<file path="src/shared/adc_ctrl_pkg.sv">
// Constants, field positions and state codes shared by the converter control.
// Assumes a single 50 MHz system clock.
package adc_ctrl_pkg;

  localparam int CLOCK_PERIOD_NS = 20;
  localparam int RESULT_WIDTH = 10;
  localparam int CHANNEL_COUNT = 4;
  localparam int STEP_WIDTH = 8;

  // Comparator settling time before a start is trusted, in ns.
  localparam int COMP_SETTLE_NS = 1000;
  localparam int COMP_SETTLE_CYCLES =
    (COMP_SETTLE_NS + CLOCK_PERIOD_NS - 1) / CLOCK_PERIOD_NS;
  localparam int SETTLE_WIDTH = 7;

  // Setup interval between the run bit and the first bit trial.
  localparam int SAMPLE_CYCLES = 16;

  // Mode register fields.
  localparam int MODE_RUN_BIT = 7;
  localparam int MODE_FR_MSB = 5;
  localparam int MODE_FR_LSB = 3;
  localparam int MODE_CMP_EN_BIT = 0;
  localparam logic [7:0] MODE_WRITE_MASK = 8'hb9;
  localparam logic [7:0] MODE_RESET = 8'h00;
  localparam logic [7:0] CHAN_WRITE_MASK = 8'h03;
  localparam logic [7:0] CHAN_RESET = 8'h00;
  localparam logic [CHANNEL_COUNT-1:0] PIN_SEL_RESET = 4'hf;
  localparam logic [RESULT_WIDTH-1:0] RESULT_RESET = 10'h000;
  localparam logic [RESULT_WIDTH-1:0] SAR_FIRST_CODE = 10'h200;

  typedef enum logic [2:0] {
    SAR_IDLE = 3'b001,
    SAR_SAMPLE = 3'b010,
    SAR_TRIAL = 3'b100
  } sar_state_t;

  // Clocks per bit trial for each conversion time selection.
  function automatic logic [STEP_WIDTH-1:0] step_cycles(input logic [2:0] sel);
    logic [STEP_WIDTH-1:0] cycles;
    case (sel)
      3'h0: cycles = 8'h40;
      3'h1: cycles = 8'h30;
      3'h2: cycles = 8'h20;
      3'h3: cycles = 8'h18;
      3'h4: cycles = 8'h10;
      3'h5: cycles = 8'h0c;
      3'h6: cycles = 8'h08;
      default: cycles = 8'h06;
    endcase
    return cycles;
  endfunction : step_cycles

endpackage : adc_ctrl_pkg

</file>
<file path="src/shared/sar_if.sv">
// Link between the sequencing logic and the bit-trial engine.
// Assumes both ends share one clock.
interface sar_if;
  import adc_ctrl_pkg::*;
  logic start;
  logic abort;
  logic [STEP_WIDTH-1:0] step;
  logic cmp;
  logic busy;
  logic done;
  logic sampling;
  logic [RESULT_WIDTH-1:0] result;
  logic [RESULT_WIDTH-1:0] dac_code;

  modport ctrl (output start, abort, step, cmp, input busy, done, sampling, result, dac_code);
  modport engine (input start, abort, step, cmp, output busy, done, sampling, result, dac_code);
endinterface : sar_if

</file>
<file path="src/rtl/sar_engine.sv">
// Successive-approximation bit-trial engine.
// Assumes a synchronised comparator level and a start request held while wanted.
module sar_engine
  import adc_ctrl_pkg::*;
(
  input wire logic i_clock,
  input wire logic i_resetn,
  sar_if.engine bus
);

  sar_state_t state;
  sar_state_t next_state;
  logic [STEP_WIDTH-1:0] count;
  logic [STEP_WIDTH-1:0] next_count;
  logic [RESULT_WIDTH-1:0] code;
  logic [RESULT_WIDTH-1:0] next_code;
  logic [RESULT_WIDTH-1:0] probe;
  logic [RESULT_WIDTH-1:0] next_probe;
  logic done;
  logic next_done;

  // ****************************************************************
  // Trial sequencing
  // ****************************************************************
  always_comb
  begin
    next_state = state;
    next_count = count;
    next_code = code;
    next_probe = probe;
    next_done = 1'b0;
    case (state)
      SAR_IDLE:
      begin
        if (bus.start && !bus.abort)
        begin
          next_state = SAR_SAMPLE;
          next_count = STEP_WIDTH'(SAMPLE_CYCLES - 1);
        end
      end
      SAR_SAMPLE:
      begin
        if (bus.abort)
          next_state = SAR_IDLE;
        else if (count == '0)
        begin
          // The selected time governs only the bit trials that follow.
          next_state = SAR_TRIAL;
          next_count = bus.step - 1'b1;
          next_code = SAR_FIRST_CODE;
          next_probe = SAR_FIRST_CODE;
        end
        else
          next_count = count - 1'b1;
      end
      SAR_TRIAL:
      begin
        if (bus.abort)
          next_state = SAR_IDLE;
        else if (count == '0)
        begin
          next_code = (bus.cmp ? code : (code & ~probe)) | (probe >> 1);
          next_probe = probe >> 1;
          next_count = bus.step - 1'b1;
          if (probe[0])
          begin
            next_state = SAR_IDLE;
            next_done = 1'b1;
          end
        end
        else
          next_count = count - 1'b1;
      end
      default: next_state = SAR_IDLE;
    endcase
  end

  always_ff @(posedge i_clock or negedge i_resetn)
  begin
    if (!i_resetn)
    begin
      state <= SAR_IDLE;
      count <= '0;
      code <= RESULT_RESET;
      probe <= RESULT_RESET;
      done <= 1'b0;
    end
    else
    begin
      state <= next_state;
      count <= next_count;
      code <= next_code;
      probe <= next_probe;
      done <= next_done;
    end
  end

  assign bus.busy = (state != SAR_IDLE);
  assign bus.sampling = (state == SAR_SAMPLE);
  assign bus.done = done;
  assign bus.result = code;
  assign bus.dac_code = code;

endmodule : sar_engine

</file>
<file path="src/rtl/adc_sequencer.sv">
// Control side of a 10-bit successive-approximation converter.
// Assumes register strobes come from the CPU on i_clock; pins are asynchronous.
module adc_sequencer
  import adc_ctrl_pkg::*;
#(
  parameter int CHANNELS = CHANNEL_COUNT
)
(
  input wire logic i_clock,
  input wire logic i_resetn,
  input wire logic i_mode_wr,
  input wire logic [7:0] i_mode_wdata,
  input wire logic i_chan_wr,
  input wire logic [7:0] i_chan_wdata,
  input wire logic i_pin_sel_wr,
  input wire logic [CHANNELS-1:0] i_pin_sel_wdata,
  input wire logic i_result_rd,
  input wire logic i_stop_mode,
  input wire logic i_comparator,
  input wire logic [CHANNELS-1:0] i_pin_in,
  input wire logic [CHANNELS-1:0] i_port_out,
  input wire logic [CHANNELS-1:0] i_port_oe,
  output logic [7:0] o_converter_mode_reg,
  output logic [7:0] o_channel_select_reg,
  output logic [CHANNELS-1:0] o_analog_pin_select_reg,
  output logic [RESULT_WIDTH-1:0] o_result_word_reg,
  output logic [7:0] o_result_upper_byte_reg,
  output logic o_conversion_done_irq,
  output logic o_result_suspect,
  output logic o_busy,
  output logic o_sample,
  output logic [RESULT_WIDTH-1:0] o_dac_code,
  output logic [CHANNELS-1:0] o_digital_in,
  output logic [CHANNELS-1:0] o_pin_out,
  output logic [CHANNELS-1:0] o_pin_oe
);

  sar_if sar ();

  logic [7:0] mode;
  logic [7:0] next_mode;
  logic [7:0] chan;
  logic [7:0] next_chan;
  logic [CHANNELS-1:0] pin_sel;
  logic [CHANNELS-1:0] next_pin_sel;
  logic [RESULT_WIDTH-1:0] result;
  logic [RESULT_WIDTH-1:0] next_result;
  logic [RESULT_WIDTH-1:0] held;
  logic [RESULT_WIDTH-1:0] next_held;
  logic held_valid;
  logic next_held_valid;
  logic irq;
  logic next_irq;
  logic [SETTLE_WIDTH-1:0] settle;
  logic [SETTLE_WIDTH-1:0] next_settle;
  logic run_prev;
  logic first_bad;
  logic next_first_bad;
  logic suspect;
  logic next_suspect;
  logic cmp_meta;
  logic cmp_sync;
  logic [CHANNELS-1:0] pin_meta;
  logic [CHANNELS-1:0] pin_sync;
  logic [CHANNELS-1:0] digital_in;
  logic [CHANNELS-1:0] pin_out;
  logic [CHANNELS-1:0] pin_oe;
  logic busy;
  logic sample;
  logic [RESULT_WIDTH-1:0] dac_code;

  logic run;
  logic cfg_write;
  logic accept;

  // ****************************************************************
  // Synchronisers for pin and comparator levels
  // ****************************************************************
  always_ff @(posedge i_clock or negedge i_resetn)
  begin
    if (!i_resetn)
    begin
      cmp_meta <= 1'b0;
      cmp_sync <= 1'b0;
      pin_meta <= '0;
      pin_sync <= '0;
    end
    else
    begin
      cmp_meta <= i_comparator;
      cmp_sync <= cmp_meta;
      pin_meta <= i_pin_in;
      pin_sync <= pin_meta;
    end
  end

  // ****************************************************************
  // Run control and engine hookup
  // ****************************************************************
  assign run = mode[MODE_RUN_BIT] && !i_stop_mode;
  assign cfg_write = i_mode_wr || i_chan_wr;
  assign accept = sar.done && !cfg_write;

  assign sar.start = run;
  // A configuration write restarts the conversion; the old trial is dropped.
  assign sar.abort = !run || cfg_write;
  assign sar.step = step_cycles(mode[MODE_FR_MSB:MODE_FR_LSB]);
  assign sar.cmp = cmp_sync;

  sar_engine u_engine (
    .i_clock(i_clock),
    .i_resetn(i_resetn),
    .bus(sar.engine)
  );

  // ****************************************************************
  // Registers, result loading and start qualification
  // ****************************************************************
  always_comb
  begin
    next_mode = mode;
    next_chan = chan;
    next_pin_sel = pin_sel;
    next_result = result;
    next_held = held;
    next_held_valid = held_valid;
    next_irq = 1'b0;
    next_settle = settle;
    next_first_bad = first_bad;
    next_suspect = suspect;

    if (i_mode_wr)
      next_mode = i_mode_wdata & MODE_WRITE_MASK;
    if (i_chan_wr)
      next_chan = i_chan_wdata & CHAN_WRITE_MASK;
    if (i_pin_sel_wr)
      next_pin_sel = i_pin_sel_wdata;

    // Settling time counted from comparator enable.
    if (!mode[MODE_CMP_EN_BIT])
      next_settle = '0;
    else if (settle < SETTLE_WIDTH'(COMP_SETTLE_CYCLES))
      next_settle = settle + 1'b1;

    // A fresh start too early or with the comparator off marks the first result.
    if (run && !run_prev)
      next_first_bad = !mode[MODE_CMP_EN_BIT]
        || (settle < SETTLE_WIDTH'(COMP_SETTLE_CYCLES));

    if (held_valid && !i_result_rd)
    begin
      next_result = held;
      next_held_valid = 1'b0;
    end

    if (accept)
    begin
      next_irq = 1'b1;
      next_first_bad = 1'b0;
      if (i_result_rd)
      begin
        next_held = sar.result;
        next_held_valid = 1'b1;
      end
      else
      begin
        next_result = sar.result;
        next_held_valid = 1'b0;
      end
      next_suspect = first_bad;
    end
  end

  always_ff @(posedge i_clock or negedge i_resetn)
  begin
    if (!i_resetn)
    begin
      mode <= MODE_RESET;
      chan <= CHAN_RESET;
      pin_sel <= PIN_SEL_RESET;
      result <= RESULT_RESET;
      held <= RESULT_RESET;
      held_valid <= 1'b0;
      irq <= 1'b0;
      settle <= '0;
      run_prev <= 1'b0;
      first_bad <= 1'b0;
      suspect <= 1'b0;
    end
    else
    begin
      mode <= next_mode;
      chan <= next_chan;
      pin_sel <= next_pin_sel;
      result <= next_result;
      held <= next_held;
      held_valid <= next_held_valid;
      irq <= next_irq;
      settle <= next_settle;
      run_prev <= run;
      first_bad <= next_first_bad;
      suspect <= next_suspect;
    end
  end

  // ****************************************************************
  // Pin routing and registered engine view
  // ****************************************************************
  always_comb
  begin
    digital_in = pin_sync & ~pin_sel;
    pin_out = i_port_out & ~pin_sel;
    pin_oe = i_port_oe & ~pin_sel;
  end

  always_ff @(posedge i_clock or negedge i_resetn)
  begin
    if (!i_resetn)
    begin
      o_digital_in <= '0;
      o_pin_out <= '0;
      o_pin_oe <= '0;
      busy <= 1'b0;
      sample <= 1'b0;
      dac_code <= RESULT_RESET;
    end
    else
    begin
      o_digital_in <= digital_in;
      o_pin_out <= pin_out;
      o_pin_oe <= pin_oe;
      busy <= sar.busy;
      sample <= sar.sampling;
      dac_code <= sar.dac_code;
    end
  end

  assign o_converter_mode_reg = mode;
  assign o_channel_select_reg = chan;
  assign o_analog_pin_select_reg = pin_sel;
  assign o_result_word_reg = result;
  assign o_result_upper_byte_reg = result[RESULT_WIDTH-1:RESULT_WIDTH-8];
  assign o_conversion_done_irq = irq;
  assign o_result_suspect = suspect;
  assign o_busy = busy;
  assign o_sample = sample;
  assign o_dac_code = dac_code;

endmodule : adc_sequencer

</file>
<file path="config.mk">
export PLATFORM = sky130hd
export DESIGN_NAME = adc_sequencer
export DESIGN_NICKNAME = d
export VERILOG_FILES = /design/src/shared/adc_ctrl_pkg.sv /design/src/shared/sar_if.sv /design/src/rtl/sar_engine.sv /design/src/rtl/adc_sequencer.sv
export SDC_FILE = /design/constraint.sdc
export NUM_CORES = 1
export LEC_CHECK = 0
export ABC_AREA = 1
export ABC_CLOCK_PERIOD_IN_PS = 1970
export BUFFER_PORTS_ARGS = -buffer_cell sky130_fd_sc_hd__buf_2
export CAP_MARGIN = 20
export CORE_MARGIN = 2
export CORE_UTILIZATION = 50
export DETAILED_ROUTE_END_ITERATION = 12
export PLACE_DENSITY_LB_ADDON = 0.3
export SLEW_MARGIN = 20
export SYNTH_ARGS = -nofsm -noshare
export SYNTH_HDL_FRONTEND = slang
export SYNTH_SLANG_ARGS = --single-unit
</file>
<file path="constraint.sdc">
create_clock -name i_clock -period 1.97 [get_ports i_clock]
set_input_delay 0.591 -clock i_clock [delete_from_list [all_inputs] [get_ports i_clock]]
set_output_delay 0.591 -clock i_clock [all_outputs]
set_load 0.02 [all_outputs]
</file>
==> summary by stage <==
Route
The total iterations of the first detailed-routing run is 5. Using the TritonRoute via totals, the vias-per-cell ratio works out to 4.87. The total length of routed wires is 8.45 mm.

The number of nets with antenna violations after routing is 0. The number of remaining DRC errors is 0. The routed via count is 3235. In the final routed layout, each cell accounts on average for 12.7 um. The detailed router finished its first iteration with 135 violations.

Timing
At the pin with the least slew margin, the transition time is 0.617 ns. Clock skew on the completed layout was measured at 0.0140 ns. Derived from the worst setup path, the maximum achievable clock frequency is 572 MHz. Setup repair after global routing left no endpoint under its margin. The final sum of negative setup slack is 0 ns. The routed design could run at a clock period as short as 1.75 ns. In this run the tightest slew margin relative to its limit is 0.587. The count of pins over their slew limit is 0.

In the finished design, the share of the clock period the worst path needs comes to 0.888. The tightest hold path in the finished design has a slack of 0.0314 ns. The final number of hold-violating endpoints is 0. Setup violations remaining at the end of the flow were counted as 0.

Clock tree
For this design, the sink count on the clock tree is 109. The library cell used as clock root buffer is sky130_fd_sc_hd__clkbuf_8. The clock buffer count from CTS is 9. At the later pin of the worst-skew pair, clock insertion delay measures 0.37 ns. The H-tree generated during clock tree synthesis spans 3 levels. The longest clock path from root to sink contains 2 buffers. Clock-pin slew was measured on the worst setup and hold paths at 0.11 ns. The clock tree from TritonCTS is yes. The hold buffer count at CTS is 0. Buffers added to address setup during post-CTS repair amount to 0. The number of gates resized after cts is 0.

Worst setup path
The startpoint identified for the worst register-to-register timing path is u_engine.count[5]$_DFFE_PN0P_. For this design, the slowest cell found on the critical path is sky130_fd_sc_hd__dfrtp_1. The critical path buffer and inverter count is 1. The maximum fanout count along the critical path is 4. On the critical path the largest part of the delay comes from simple AND/OR/NAND/NOR gates. The biggest cell delay along the critical path is 0.40 ns. Counting stages on the worst path, the most repeated cell is sky130_fd_sc_hd__nand2_1.

STA puts the critical path data arrival time at 2.01 ns. The startpoint kind of the worst setup timing path is a register. The classification of the worst setup path is reg2reg. The worst setup path is captured at a register. Traced cell by cell, the critical path runs through nor2_1, nand2_1, nor2_1, nand3_1, nand2_1, inv_1, ha_1, nand3_1, nor2_2, nand2_1, nand2_1, nand3_1, nand2_1.

The origin of the worst setup path is u_engine.count[5]$_DFFE_PN0P_. STA puts the critical path data required time at 2.23 ns.

Global route
The total routing resource utilization after global routing is 0.178. The via count of the first global-routing pass is 3125. met2 is the most crowded layer. The number of antenna violations at the first check in global routing is 0. For met3 alone, demand over resource in global routing was 0.0291. Entering global routing, the biggest net connects 48 pins. The met1 capacity usage during global routing is 0.237. For met2 alone, demand over resource in global routing was 0.291. The first-pass GRT wire length is 14.1 mm. Summed over all layers, the global routing overflow is 0.

Logic synthesis
After synthesis, the share of cell area in mux cells is 0.0176. Of the total synthesized cell area, the portion taken by XOR and XNOR cells is 0.00196. The register bit total from synthesis is 109. The post-synthesis area per instance is 9.65 sq um. Synthesis instantiated 37 different standard cells from the library. The Yosys step of the flow raised 0 warnings.

The cell count after synthesis came out at 463. The adder-cell area share of the yosys netlist is 0.00560. The cell area after synthesis is 4470 sq um.

The share of the Yosys chip area taken by registers is 0.612. The area share of and/or/nand/nor cells after synthesis is 0.201. After synthesis, the largest family of logic cells by area is simple AND/OR/NAND/NOR gates. The fraction of the mapped netlist area in compound gates came to 0.0653.

Placed design
The placed instance area is 5000 sq um. Summed over all nets, the half-perimeter wirelength after detailed placement is 6.10 mm. In this run the tool buffered the top-level ports with 85 buffer cells. Routability-driven placement finished with a final weighted congestion of 0.822.

Cells and area
The core utilization of the finished layout is 0.597. In the final layout, the share of cells above drive strength 1 is 0.239. The finished layout cell area is 5180 sq um. For this run, the post-layout net count is 593.

The top cell types in the final layout, fill and taps aside, are 105 x sky130_fd_sc_hd__nand2_1, 104 x sky130_fd_sc_hd__dfrtp_1, 84 x sky130_fd_sc_hd__buf_2, 64 x sky130_fd_sc_hd__inv_1, 47 x sky130_fd_sc_hd__nand3_1. The most common cell after layout, fill and taps aside is sky130_fd_sc_hd__nand2_1. 0 antenna diodes ended up in the layout.

The synthesis-to-finish area growth is 16.0%.

Status
The run finished with clean final reports.

Power
The post-route total power is 4060 uW. The cell leakage power is 0.00285 uW. The power per cell area is 783 nW/um^2. The peak supply drop is 0.312 mV.

Floorplanning
The die is 98.5 um tall. The total die area is 9710 sq um. The initial core utilization is 0.515. The floorplan has 34 rows. The die width is 98.5 um. The number of ports placed on the die boundary is 104. The total core area is 8680 sq um.

Job
Max-cap violations in this run came to 0.

Hold path
The tightest min-delay check is of the in2async type.
==> final timing paths <==
path	cells after the start	slack, ns	endpoint
max	13	0.22	u_engine.count[6]$_DFFE_PN0P_
min	1	0.03	o_digital_in[1]$_DFF_PN0_
max reg2reg	13	0.22	u_engine.count[6]$_DFFE_PN0P_
min reg2reg	0	0.36	pin_sync[2]$_DFF_PN0_
max in group asynchronous	2	1.38	o_analog_pin_select_reg[3]$_DFFE_PN1P_
min in group i_clock	1	0.32	pin_meta[0]$_DFF_PN0_
==> power breakdown <==
| group | switching, uW | leakage (uW) | total, uW | internal (uW) |
|---|---|---|---|---|
| clock network | 757 | 0.0000905 | 1270 | 509 |
| logic | 253 | 0.00135 | 396 | 142 |
| registers | 57.7 | 0.00141 | 2400 | 2340 |
| total | 1070 | 0.00285 | 4060 | 2990 |
==> Yosys cell counts, drive strengths merged <==
master  count  area [sq um]
nand4       2          12.5
o211ai     10          80.1
a21oi       7          35.0
ha          2          25.0
o21ai      24           120
nand2     109           424
mux2        7          78.8
dfrtp     104          2600
clkbuf      1          3.75
clkinv      1          3.75
a22oi       1          7.51
inv        65           244
nand3      47           235
nor2       38           169
nor3b       1          7.51
o31ai       1          7.51
conb        1          3.75
dfstp       5           131
nor3        6          41.3
buf        24           178
a211oi      2          15.0
xor2        1          8.76
or2         1          6.26
o21bai      1          7.51
a31oi       2          18.8
==> layout make-up <==
type / instances / area (sq um)
Fill cell: 765 / 3500
Sequential cell: 109 / 2730
Multi-Input combinational cell: 271 / 1330
Timing Repair Buffer: 94 / 546
Inverter: 66 / 248
Clock buffer: 11 / 141
Tap cell: 108 / 135
Clock inverter: 5 / 42.5
==> cell families (layout without fill, tap and decap cells) <==
kind of cell | after synthesis | after routing
buffers and inverters | 91 | 176
multiplexers | 7 | 7
flip-flops | 109 | 109
XOR/XNOR | 1 | 1
AO/OA/AOI/OAI | 48 | 48
AND/OR/NAND/NOR | 204 | 204
other | 1 | 9
adder cells (fa/ha/maj) | 2 | 2
==> metrics by stage <==
step / setup WS (ns) / std cells
global placement: 0.122 / 648
global route: 0.0391 / 664
CTS: 0.220 / 664
detailed placement: 0.0433 / 648
floorplan: 0.315 / 471
finish: 0.221 / 664
==> metal layers <==
metal	up-vias	wire length, um
met5	-	0
met4	0	138
met3	11	367
met2	80	4120
met1	1530	3820
li1	1614	-
==> worst reg2reg max path, cell delays in order, from the launching register on <==
cell and delay (ns):
sky130_fd_sc_hd__dfrtp_1 0.40, sky130_fd_sc_hd__nor2_1 0.12, sky130_fd_sc_hd__nand2_1 0.06, sky130_fd_sc_hd__nor2_1 0.18, sky130_fd_sc_hd__nand3_1 0.10, sky130_fd_sc_hd__nand2_1 0.10, sky130_fd_sc_hd__inv_1 0.05, sky130_fd_sc_hd__ha_1 0.21
sky130_fd_sc_hd__nand3_1 0.14, sky130_fd_sc_hd__nor2_2 0.07, sky130_fd_sc_hd__nand2_1 0.06, sky130_fd_sc_hd__nand2_1 0.04, sky130_fd_sc_hd__nand3_1 0.07, sky130_fd_sc_hd__nand2_1 0.05
No activity file was read; power rests on OpenSTA's default activity.
